**src/codec_irq_defs.svh**
```systemverilog
// Register offsets, field positions, reset values and timing for the codec interrupt routing block.
// Operation
// RL1: Live DAC bit 7 shows left short circuit.
// RL2: Live DAC bit 6 shows right short circuit.
// RL3: Live DAC bit 5 shows button held.
// RL4: Live DAC bit 4 shows headset presence.
// RL5: Live DAC bits 3,2 show compression threshold exceeded.
// RL6: Live DAC bits 1,0 mirror playback engine ports.
// RL7: Live ADC bit 6 shows record below noise.
// RL8: Live ADC bits 4,3 mirror record engine ports.
// RL9: Live ADC bit 2 shows DC result available.
// RL10: Software writes zeros to low reserved bits.
// RL11: First control bits 7..4 enable four sources.
// RL12: First control bits 3..1 enable three sources.
// RL13: First bit 0 clear gives one pulse.
// RL14: First bit 0 set repeats until flags read.
// RL15: Second control register routes same seven sources.
// RL16: Second bit 0 clear gives one pulse.
// RL17: Second bit 0 set repeats until flags read.
// RL18: Sticky flags clear on read, set again.
// RL19: Any enabled new event starts a pulse.
// RL20: Pulse timing counts a slow internal timebase.
`ifndef CODEC_IRQ_DEFS_SVH
`define CODEC_IRQ_DEFS_SVH
`define OFS_DAC_STICKY 8'h2C
`define OFS_ADC_STICKY 8'h2D
`define OFS_DAC_LIVE 8'h2E
`define OFS_ADC_LIVE 8'h2F
`define OFS_FIRST_EN 8'h30
`define OFS_SECOND_EN 8'h31
`define EN_RESET 8'h00
`define ADC_RSV_MASK 8'hA3
`define ADC_STICKY_MASK 8'h58
`define BIT_INSERT 7
`define BIT_BUTTON 6
`define BIT_DRC 5
`define BIT_AGC 4
`define BIT_SHORT 3
`define BIT_ENGINE 2
`define BIT_DCMEAS 1
`define BIT_REPEAT 0
`define MCLK_PERIOD_NS 50
`define TICK_NS 1000000
`define PULSE_MS 2
`define PERIOD_MS 4
`endif

```
**src/codec_irq_pkg.sv**
```systemverilog
// Types shared by the codec interrupt routing block.
package codec_irq_pkg;
  // Per-output pulse generator states
  typedef enum logic [1:0] {
    PG_IDLE,
    PG_HIGH,
    PG_LOW
  } pulse_state_e;
  // Register byte
  typedef logic [7:0] byte_t;
endpackage

```
**src/codec_interrupt_flag_routing.sv**
```systemverilog
// Live status, sticky flags and two pulsed interrupt outputs of the audio codec.
`timescale 1ns/1ps
`include "codec_irq_defs.svh"
// Overview of the block:
// Two live status bytes mirror the event sources as they stand each cycle.
// Apart from the reserved ADC bits, the headset presence bit is the only live bit stored here; it
// follows the one-cycle insertion and removal detection pulses.
// Every live DAC condition and ADC bits 6, 4 and 3 set a sticky flag when they
// rise; the DC result bit (ADC bit 2) has none. A read of the sticky register
// clears it, except for any flag whose condition rises in the same cycle.
// Two enable registers route the seven event classes onto the two pins.
// Bit 0 of each enable register selects a single pulse or a pulse train.
// A train keeps running until the two sticky registers here and the
// flag register held elsewhere have all been read after the last event.
// Pulse width and period are counted in ticks of a slow timebase so that
// the typical durations can be matched to whatever clock drives the block.
// Hazards and limits:
// The first tick of a pulse may come early, so a pulse can be up to one
// tick shorter than the nominal width.
// A single-mode event that arrives during a pulse is remembered once only.
// While the clock enable is low every register, including the read data
// and the timebase, holds its value.
module codec_interrupt_flag_routing
  import codec_irq_pkg::*;
#(
  parameter int TICK_CYCLES = `TICK_NS / `MCLK_PERIOD_NS,
  parameter int PULSE_TICKS = `PULSE_MS,
  parameter int PERIOD_TICKS = `PERIOD_MS
) (
  input wire logic mclk,
  input wire logic resetn,
  input wire logic clkEn,
  input wire logic [7:0] regAddr,
  input wire logic [7:0] regWdata,
  input wire logic regWr,
  input wire logic regRd,
  output logic [7:0] regRdata,
  input wire logic shortLeft,
  input wire logic shortRight,
  input wire logic buttonPressed,
  input wire logic headsetInsertDet,
  input wire logic headsetRemoveDet,
  input wire logic drcLeftAbove,
  input wire logic drcRightAbove,
  input wire logic playStdPort,
  input wire logic playAuxPort,
  input wire logic agcNoiseBelow,
  input wire logic recStdPort,
  input wire logic recAuxPort,
  input wire logic dcMeasReady,
  input wire logic sarFlagsRead,
  output logic firstInterruptOutput,
  output logic secondInterruptOutput
);

  // Refuse timing values the counters cannot serve
  initial begin
    if (TICK_CYCLES < 1 || PULSE_TICKS < 1 || PERIOD_TICKS <= PULSE_TICKS || PERIOD_TICKS > 255) begin
      $error("codec_interrupt_flag_routing: bad timing parameters");
    end
  end

  localparam logic [31:0] TICK_LAST = 32'(TICK_CYCLES - 1); // Prescaler wrap value
  localparam logic [7:0] PULSE_LAST = 8'(PULSE_TICKS - 1); // Last tick of a high phase
  localparam logic [7:0] PERIOD_LAST = 8'(PERIOD_TICKS - 1); // Last tick of a whole period

  byte_t dacLive; // Live DAC status byte
  byte_t adcLive; // Live ADC status byte
  byte_t dacPrev_q; // Previous live DAC byte for edge detection
  byte_t adcPrev_q; // Previous live ADC byte for edge detection
  byte_t dacRise; // New DAC conditions this cycle
  byte_t adcRise; // New ADC conditions this cycle
  byte_t dacSticky_q; // Sticky DAC flags
  byte_t adcSticky_q; // Sticky ADC flags
  byte_t adcRsv_q; // Reserved read/write bits of the live ADC register
  byte_t firstEn_q; // First output routing and mode
  byte_t secondEn_q; // Second output routing and mode
  byte_t rdata_q; // Read data register
  logic presence_q; // Headset present
  logic [7:1] events; // Per-source new events, aligned with enable bits
  logic [2:0] readSeen_q; // Flag registers read since the last event
  logic allRead; // Every flag register has been read
  logic [31:0] tickCnt_q; // Timebase prescaler
  logic tick_q; // One-cycle slow timebase strobe
  logic [1:0] irqOut_q; // Interrupt output flip-flops
  logic rdDac; // Read of the sticky DAC register
  logic rdAdc; // Read of the sticky ADC register

  // Assemble the live status bytes
  always_comb begin
    dacLive = {shortLeft, shortRight, buttonPressed, presence_q,
               drcLeftAbove, drcRightAbove, playStdPort, playAuxPort}; // [RL1] [RL2] [RL3] [RL4] [RL5] [RL6]
    adcLive = adcRsv_q & `ADC_RSV_MASK;
    adcLive[6] = agcNoiseBelow; // [RL7]
    adcLive[4] = recStdPort; // [RL8]
    adcLive[3] = recAuxPort; // [RL8]
    adcLive[2] = dcMeasReady; // [RL9]
  end

  // Rising conditions and source events
  always_comb begin
    dacRise = dacLive & ~dacPrev_q;
    adcRise = adcLive & ~adcPrev_q & `ADC_STICKY_MASK;
    events[`BIT_INSERT] = headsetInsertDet | headsetRemoveDet;
    events[`BIT_BUTTON] = dacRise[5];
    events[`BIT_DRC] = dacRise[3] | dacRise[2];
    events[`BIT_AGC] = adcRise[6];
    events[`BIT_SHORT] = dacRise[7] | dacRise[6];
    events[`BIT_ENGINE] = dacRise[1] | dacRise[0] | adcRise[4] | adcRise[3];
    events[`BIT_DCMEAS] = dcMeasReady & ~adcPrev_q[2];
  end

  // Reads of the sticky registers clear them and count towards stopping a train
  assign rdDac = regRd && regAddr == `OFS_DAC_STICKY;
  // The ADC sticky register counts the same way
  assign rdAdc = regRd && regAddr == `OFS_ADC_STICKY;
  // A train may stop only once all three flag reads have been seen
  assign allRead = &readSeen_q;

  // Edge detection history
  always_ff @(posedge mclk or negedge resetn) begin
    if (!resetn) begin
      dacPrev_q <= 8'h00;
      adcPrev_q <= 8'h00;
    end else if (clkEn) begin
      dacPrev_q <= dacLive;
      adcPrev_q <= adcLive;
    end
  end

  // Headset presence follows insertion and removal detection
  always_ff @(posedge mclk or negedge resetn) begin
    if (!resetn) begin
      presence_q <= 1'b0;
    end else if (clkEn) begin
      if (headsetInsertDet) begin
        presence_q <= 1'b1; // [RL4]
      end else if (headsetRemoveDet) begin
        presence_q <= 1'b0; // [RL4]
      end
    end
  end

  // Sticky flags: a new condition wins over a clearing read
  always_ff @(posedge mclk or negedge resetn) begin
    if (!resetn) begin
      dacSticky_q <= 8'h00;
      adcSticky_q <= 8'h00;
    end else if (clkEn) begin
      dacSticky_q <= (rdDac ? 8'h00 : dacSticky_q) | dacRise; // [RL18]
      adcSticky_q <= (rdAdc ? 8'h00 : adcSticky_q) | adcRise; // [RL18]
    end
  end

  // Software-written registers
  always_ff @(posedge mclk or negedge resetn) begin
    if (!resetn) begin
      firstEn_q <= `EN_RESET;
      secondEn_q <= `EN_RESET;
      adcRsv_q <= 8'h00;
    end else if (clkEn && regWr) begin
      case (regAddr)
        `OFS_FIRST_EN: begin
          firstEn_q <= regWdata; // [RL11] [RL12]
        end
        `OFS_SECOND_EN: begin
          secondEn_q <= regWdata; // [RL15]
        end
        `OFS_ADC_LIVE: begin
          // Only the reserved bits store; software keeps the low pair at zero
          adcRsv_q <= regWdata & `ADC_RSV_MASK; // [RL10]
        end
        default: begin
          // Writes elsewhere are ignored
        end
      endcase
    end
  end

  // Read data, valid in the cycle after the read strobe
  always_ff @(posedge mclk or negedge resetn) begin
    if (!resetn) begin
      rdata_q <= 8'h00;
    end else if (clkEn) begin
      if (regRd) begin
        case (regAddr)
          `OFS_DAC_STICKY: begin
            rdata_q <= dacSticky_q;
          end
          `OFS_ADC_STICKY: begin
            rdata_q <= adcSticky_q;
          end
          `OFS_DAC_LIVE: begin
            rdata_q <= dacLive;
          end
          `OFS_ADC_LIVE: begin
            rdata_q <= adcLive;
          end
          `OFS_FIRST_EN: begin
            rdata_q <= firstEn_q;
          end
          `OFS_SECOND_EN: begin
            rdata_q <= secondEn_q;
          end
          default: begin
            rdata_q <= 8'h00; // Unmapped reads return zero
          end
        endcase
      end else begin
        rdata_q <= 8'h00;
      end
    end
  end

  // Track reads of the three flag registers; a new event restarts tracking
  always_ff @(posedge mclk or negedge resetn) begin
    if (!resetn) begin
      readSeen_q <= 3'h0;
    end else if (clkEn) begin
      if (|events) begin
        readSeen_q <= 3'h0;
      end else begin
        readSeen_q <= readSeen_q | {sarFlagsRead, rdAdc, rdDac}; // [RL14] [RL17] [RL18]
      end
    end
  end

  // Slow timebase strobe
  always_ff @(posedge mclk or negedge resetn) begin
    if (!resetn) begin
      tickCnt_q <= 32'h0;
      tick_q <= 1'b0;
    end else if (clkEn) begin
      if (tickCnt_q >= TICK_LAST) begin
        tickCnt_q <= 32'h0;
        tick_q <= 1'b1; // [RL20]
      end else begin
        tickCnt_q <= tickCnt_q + 32'h1;
        tick_q <= 1'b0;
      end
    end
  end

  // One pulse generator per interrupt output
  for (genvar g = 0; g < 2; g++) begin : genPulse
    byte_t en; // Routing and mode for this output
    logic trigger; // An enabled source has a new event
    logic repeatMode; // Pulse train instead of single pulse
    pulse_state_e state_q; // Generator state
    logic [7:0] ticks_q; // Ticks elapsed in the current period
    logic again_q; // Event seen while a single pulse was running

    assign en = (g == 0) ? firstEn_q : secondEn_q;
    assign trigger = |(events & en[7:1]); // [RL11] [RL12] [RL15] [RL19]
    assign repeatMode = en[`BIT_REPEAT];

    // Pulse sequencing on the slow timebase
    always_ff @(posedge mclk or negedge resetn) begin
      if (!resetn) begin
        state_q <= PG_IDLE;
        ticks_q <= 8'h00;
        again_q <= 1'b0;
        irqOut_q[g] <= 1'b0;
      end else if (clkEn) begin
        case (state_q)
          PG_IDLE: begin
            again_q <= 1'b0;
            if (trigger) begin
              state_q <= PG_HIGH; // [RL19]
              ticks_q <= 8'h00;
              irqOut_q[g] <= 1'b1;
            end else begin
              irqOut_q[g] <= 1'b0; // Low while nothing is pending
            end
          end
          PG_HIGH: begin
            if (trigger) begin
              again_q <= 1'b1;
            end
            if (tick_q) begin
              ticks_q <= ticks_q + 8'h01;
              if (ticks_q == PULSE_LAST) begin
                state_q <= PG_LOW; // [RL13] [RL16]
                irqOut_q[g] <= 1'b0;
              end
            end
          end
          PG_LOW: begin
            if (repeatMode) begin
              if (allRead && !trigger) begin
                state_q <= PG_IDLE; // [RL14] [RL17]
              end else if (tick_q && ticks_q == PERIOD_LAST) begin
                state_q <= PG_HIGH; // [RL14] [RL17]
                ticks_q <= 8'h00;
                irqOut_q[g] <= 1'b1;
              end else if (tick_q) begin
                ticks_q <= ticks_q + 8'h01;
              end
            end else if (again_q || trigger) begin
              // An event during the last pulse gets its own pulse after the gap
              if (tick_q && ticks_q == PERIOD_LAST) begin
                state_q <= PG_HIGH; // [RL13] [RL16]
                ticks_q <= 8'h00;
                again_q <= 1'b0;
                irqOut_q[g] <= 1'b1;
              end else begin
                again_q <= 1'b1;
                if (tick_q) begin
                  ticks_q <= ticks_q + 8'h01;
                end
              end
            end else begin
              state_q <= PG_IDLE; // [RL13] [RL16]
            end
          end
          default: begin
            state_q <= PG_IDLE;
            irqOut_q[g] <= 1'b0;
          end
        endcase
      end
    end
  end

  // Outputs come straight from flip-flops, so the pins never glitch
  assign regRdata = rdata_q;
  // First pin
  assign firstInterruptOutput = irqOut_q[0];
  // Second pin
  assign secondInterruptOutput = irqOut_q[1];

endmodule

```
**config.mk**
```make
export PLATFORM = sky130hd
export DESIGN_NAME = codec_interrupt_flag_routing
export DESIGN_NICKNAME = d
export VERILOG_FILES = /design/src/codec_irq_pkg.sv /design/src/codec_interrupt_flag_routing.sv
export VERILOG_INCLUDE_DIRS = /design/src
export SDC_FILE = /design/constraint.sdc
export NUM_CORES = 1
export LEC_CHECK = 0
export BUFFER_PORTS_ARGS = -buffer_cell sky130_fd_sc_hd__buf_4
export CORE_MARGIN = 1.5
export CORE_UTILIZATION = 60
export CTS_CLUSTER_DIAMETER = 80
export DETAILED_ROUTE_END_ITERATION = 7
export GPL_ROUTABILITY_DRIVEN = 0
export PLACE_DENSITY = 0.91
export REMOVE_ABC_BUFFERS = 1
export SYNTH_ARGS = -nofsm -noshare
export SYNTH_HDL_FRONTEND = slang
export SYNTH_SLANG_ARGS = --single-unit
```
**constraint.sdc**
```tcl
create_clock -name mclk -period 5.2 [get_ports mclk]
set_clock_uncertainty 0.15 [all_clocks]
set_input_delay 0.26 -clock mclk [delete_from_list [all_inputs] [get_ports mclk]]
set_output_delay 0.26 -clock mclk [all_outputs]
set_load 0.02 [all_outputs]
```
==> summary.txt <==
Outcome
  • Status: completed

Worst setup path
  • Slowest cell delay on critical path: 790 ps
  • Kind of critical path: input pin to register
  • CP Capture Point: genPulse[1].ticks_q[4]$_DFFE_PN0P_
  • CP Launch Point: dcMeasReady
  • Worst Path Required: 5310 ps
  • Worst reg2reg path depth: 6
  • Worst setup SP type: input pin
  • R2r setup slk: 2230 ps
  • Worst path top cell family by delay: compound AO/OA/AOI/OAI gates
  • Worst R2R Start: genPulse[1].en[1]$_DFFE_PN0P_
  • RR Endpoint: genPulse[1].ticks_q[4]$_DFFE_PN0P_
  • CP max FO: 11
  • Worst Path Arrival: 3200 ps
  • Buf/Inv on CP: 2
  • Critical path depth: 8
  • Worst path slowest cell: o21ai_0
  • Critical path cell sequence: dlygate4sd3_1 -> buf_4 -> and3b_1 -> a2111oi_0 -> nand4_1 -> o21ai_0 -> or2_2 -> o41ai_1
  • Setup crit end kind: register

Timing
  • Clock period minus final worst setup slack: 3090 ps
  • Max Clock Freq: 0.324 GHz
  • Fin. max-slew vios: 0
  • Final hold vios: 0
  • Slew HR: 20.3%
  • Fin crit share: 59.4%
  • RSZ-0062 raised after global routing: no
  • Final setup TNS: 0 ps
  • Slew @ Worst Pin: 1190 ps
  • Final setup fails: 0

Routing
  • First-pass DRT Iterations: 5
  • Via count: 4876
  • Post-route ant nets: 0
  • Drt first-iter violations: 233
  • Drt wl/cell: 18.3 µm
  • DR DRC count: 0
  • Final WL: 14100 µm
  • Vias per cell: 6.36

Floorplan
  • Die footprint: 0.0106 mm²
  • Initial core utilization: 61.6%
  • Die Y: 103 µm
  • Core ar.: 0.00973 mm²
  • Die X: 103 µm
  • Rows: 36
  • Top-level I/O count: 45

Clocking
  • Clock root buffer: clkbuf_8
  • H-tree depth: 3
  • CTS tree: done
  • Max Root-Sink Buffers: 2
  • Clock transition at path regs: 110 ps
  • CTS Sinks: 112
  • Clock Latency Late Sink: 380 ps
  • TritonCTS buffer count: 9
  • Post-CTS sizing: 0

Global routing
  • Number of global-route vias before repair: 4974
  • Grt total ovfl: 0
  • First-pass GRT wire length: 23300 µm
  • Pin count of the biggest net entering global routing: 65
  • Initial antenna violation count: 0
  • GRT Total Usage: 28.4%

Logic synthesis
  • Synthesis Warnings: 0
  • Async SR Flop Fraction: 100%
  • Yosys top cell by area: dfrtp_1
  • Top post-synthesis cells by area: dfrtp_1, mux2_2, o21ai_0
  • EDFF count, synth: 0
  • Sequential fraction of the synthesis area: 46.7%
  • Main synth FF type: dfrtp_1
  • Seq cells post-synth: 112
  • Syn avg cell area: 10.4 µm²
  • Synth Instances: 574
  • Mapped cell area: 0.00600 mm²
  • Yosys cell types: 67
  • Share of the synthesized area in the top cell type: 46.7%

Worst hold path
  • HP Start: agcNoiseBelow
  • Hold WC Path Type: input pin to register

Flow run
  • Max_cap viols: 0

Layout
  • Area growth, synth to finish: 13.5%
  • FILL cells: 660
  • FF+latch area: 0.00280 mm²
  • Final Util: 70.0%
  • Multi-input gate area: 0.00295 mm²
  • Share of cells above drive strength 1: 21.0%
  • Diode count: 0
  • Layout Nets: 677
  • Commonest non-fill, non-tap cell in the layout: dfrtp_1
  • Most frequent cells in the layout: dfrtp_1, buf_4, o21ai_0
  • Final non-filler cell total: 767

Placement
  • Hpwl dp: 9320 µm
  • # port buffers: 44
  • Placed Instances: 731

Power and ir drop
  • Cell area power density: 305 mW/mm²
  • P_leak: 3.04 nW
  • Power Total: 2.08 mW
  • Max VDD drop: 0.178 mV
==> cell usage after synthesis, types with 4 or more instances <==
cell type,n
mux2_2,35
o21a_1,4
nand3_1,14
ha_1,13
nand2b_1,8
a221oi_1,9
nor2_2,10
nor3_1,5
and3_1,6
clkbuf_1,11
xor2_1,12
buf_2,6
dfrtp_1,112
nor2b_1,10
a21oi_1,14
o22ai_1,8
nor2_1,35
inv_1,32
o41ai_1,4
and4_1,7
nor2_4,10
and3b_1,5
a31oi_1,10
o21ai_0,42
nand2_1,37
xnor2_1,7
nor4_1,7
a22o_1,10
o31ai_1,10
nand4_1,17
o32ai_1,4
and2b_1,4
==> report_power, final <==
group	switching, mW	internal (mW)
registers	0.0608	0.933
logic	0.307	0.197
clock network	0.293	0.284
total	0.661	1.41
==> final cells by class <==
class,instances,share of cell area (%)
Inverter,32,1.76
Multi-Input combinational cell,408,43.4
Clock inverter,5,1.18
Sequential cell,112,41.2
Tap cell,133,2.44
Timing Repair Buffer,66,8.01
Clock buffer,11,2.08
==> cells by family after synthesis <==
family,synth area share [%]
xor+xnor,2.78
flops,46.7
fa+ha+maj,2.71
buf+inv,4.03
simple gates,19.1
compound gates,16.6
mux,8.03
==> sequential cells by signal, summed over array words and instances (netlist names) <==
name,count
regRdata,8
secondInterruptOutput,1
dacSticky_q,8
dacPrev_q,8
tick_q,1
adcRsv_q,4
firstInterruptOutput,1
genPulse.ticks_q,16
genPulse.en,8
genPulse.state_q,4
readSeen_q,3
genPulse.again_q,2
adcPrev_q,4
firstEn_q,8
adcSticky_q,3
presence_q,1
tickCnt_q,32
==> per-layer routing <==
layer	vias to the layer above	share of wire [%]	track usage, %
li1	2208	-	-
met1	2388	40	34.7
met2	227	51	49.7
met3	53	6.2	5.63
met4	0	3.3	11.3
met5	-	0	0
==> metrics by stage <==
| step | setup WS [ps] | area [µm²] | hold WS, ps |
|---|---|---|---|
| floorplan | 2940 | 5870 | -186 |
| global placement | 2370 | 6390 | 148 |
| detailed placement | 2290 | 6390 | 154 |
| CTS | 2170 | 6810 | 15.2 |
| global route | 1970 | 6810 | 14.9 |
| finish | 2110 | 6810 | 7.47 |
==> worst min path at each step <==
stage | endpoint | slack, ps | depth (start not counted)
after floorplan | adcPrev_q[2]$_DFFE_PN0P_ | -190 | 0
after global placement | regRdata[7]$_DFFE_PN0P_ | 150 | 1
after detailed placement | regRdata[1]$_DFFE_PN0P_ | 150 | 1
after CTS | adcPrev_q[6]$_DFFE_PN0P_ | 20 | 2
after global routing | adcPrev_q[6]$_DFFE_PN0P_ | 10 | 2
final | adcPrev_q[6]$_DFFE_PN0P_ | 7 | 2
==> repair_timing <==
| action | 4_1_cts | 5_1_grt |
|---|---|---|
| hold buffers | 20 | 0 |
| setup buffers | 0 | 0 |
| endpoints found under the hold margin | 79 | 0 |
Note: power is estimated with default switching activity, not from simulation.
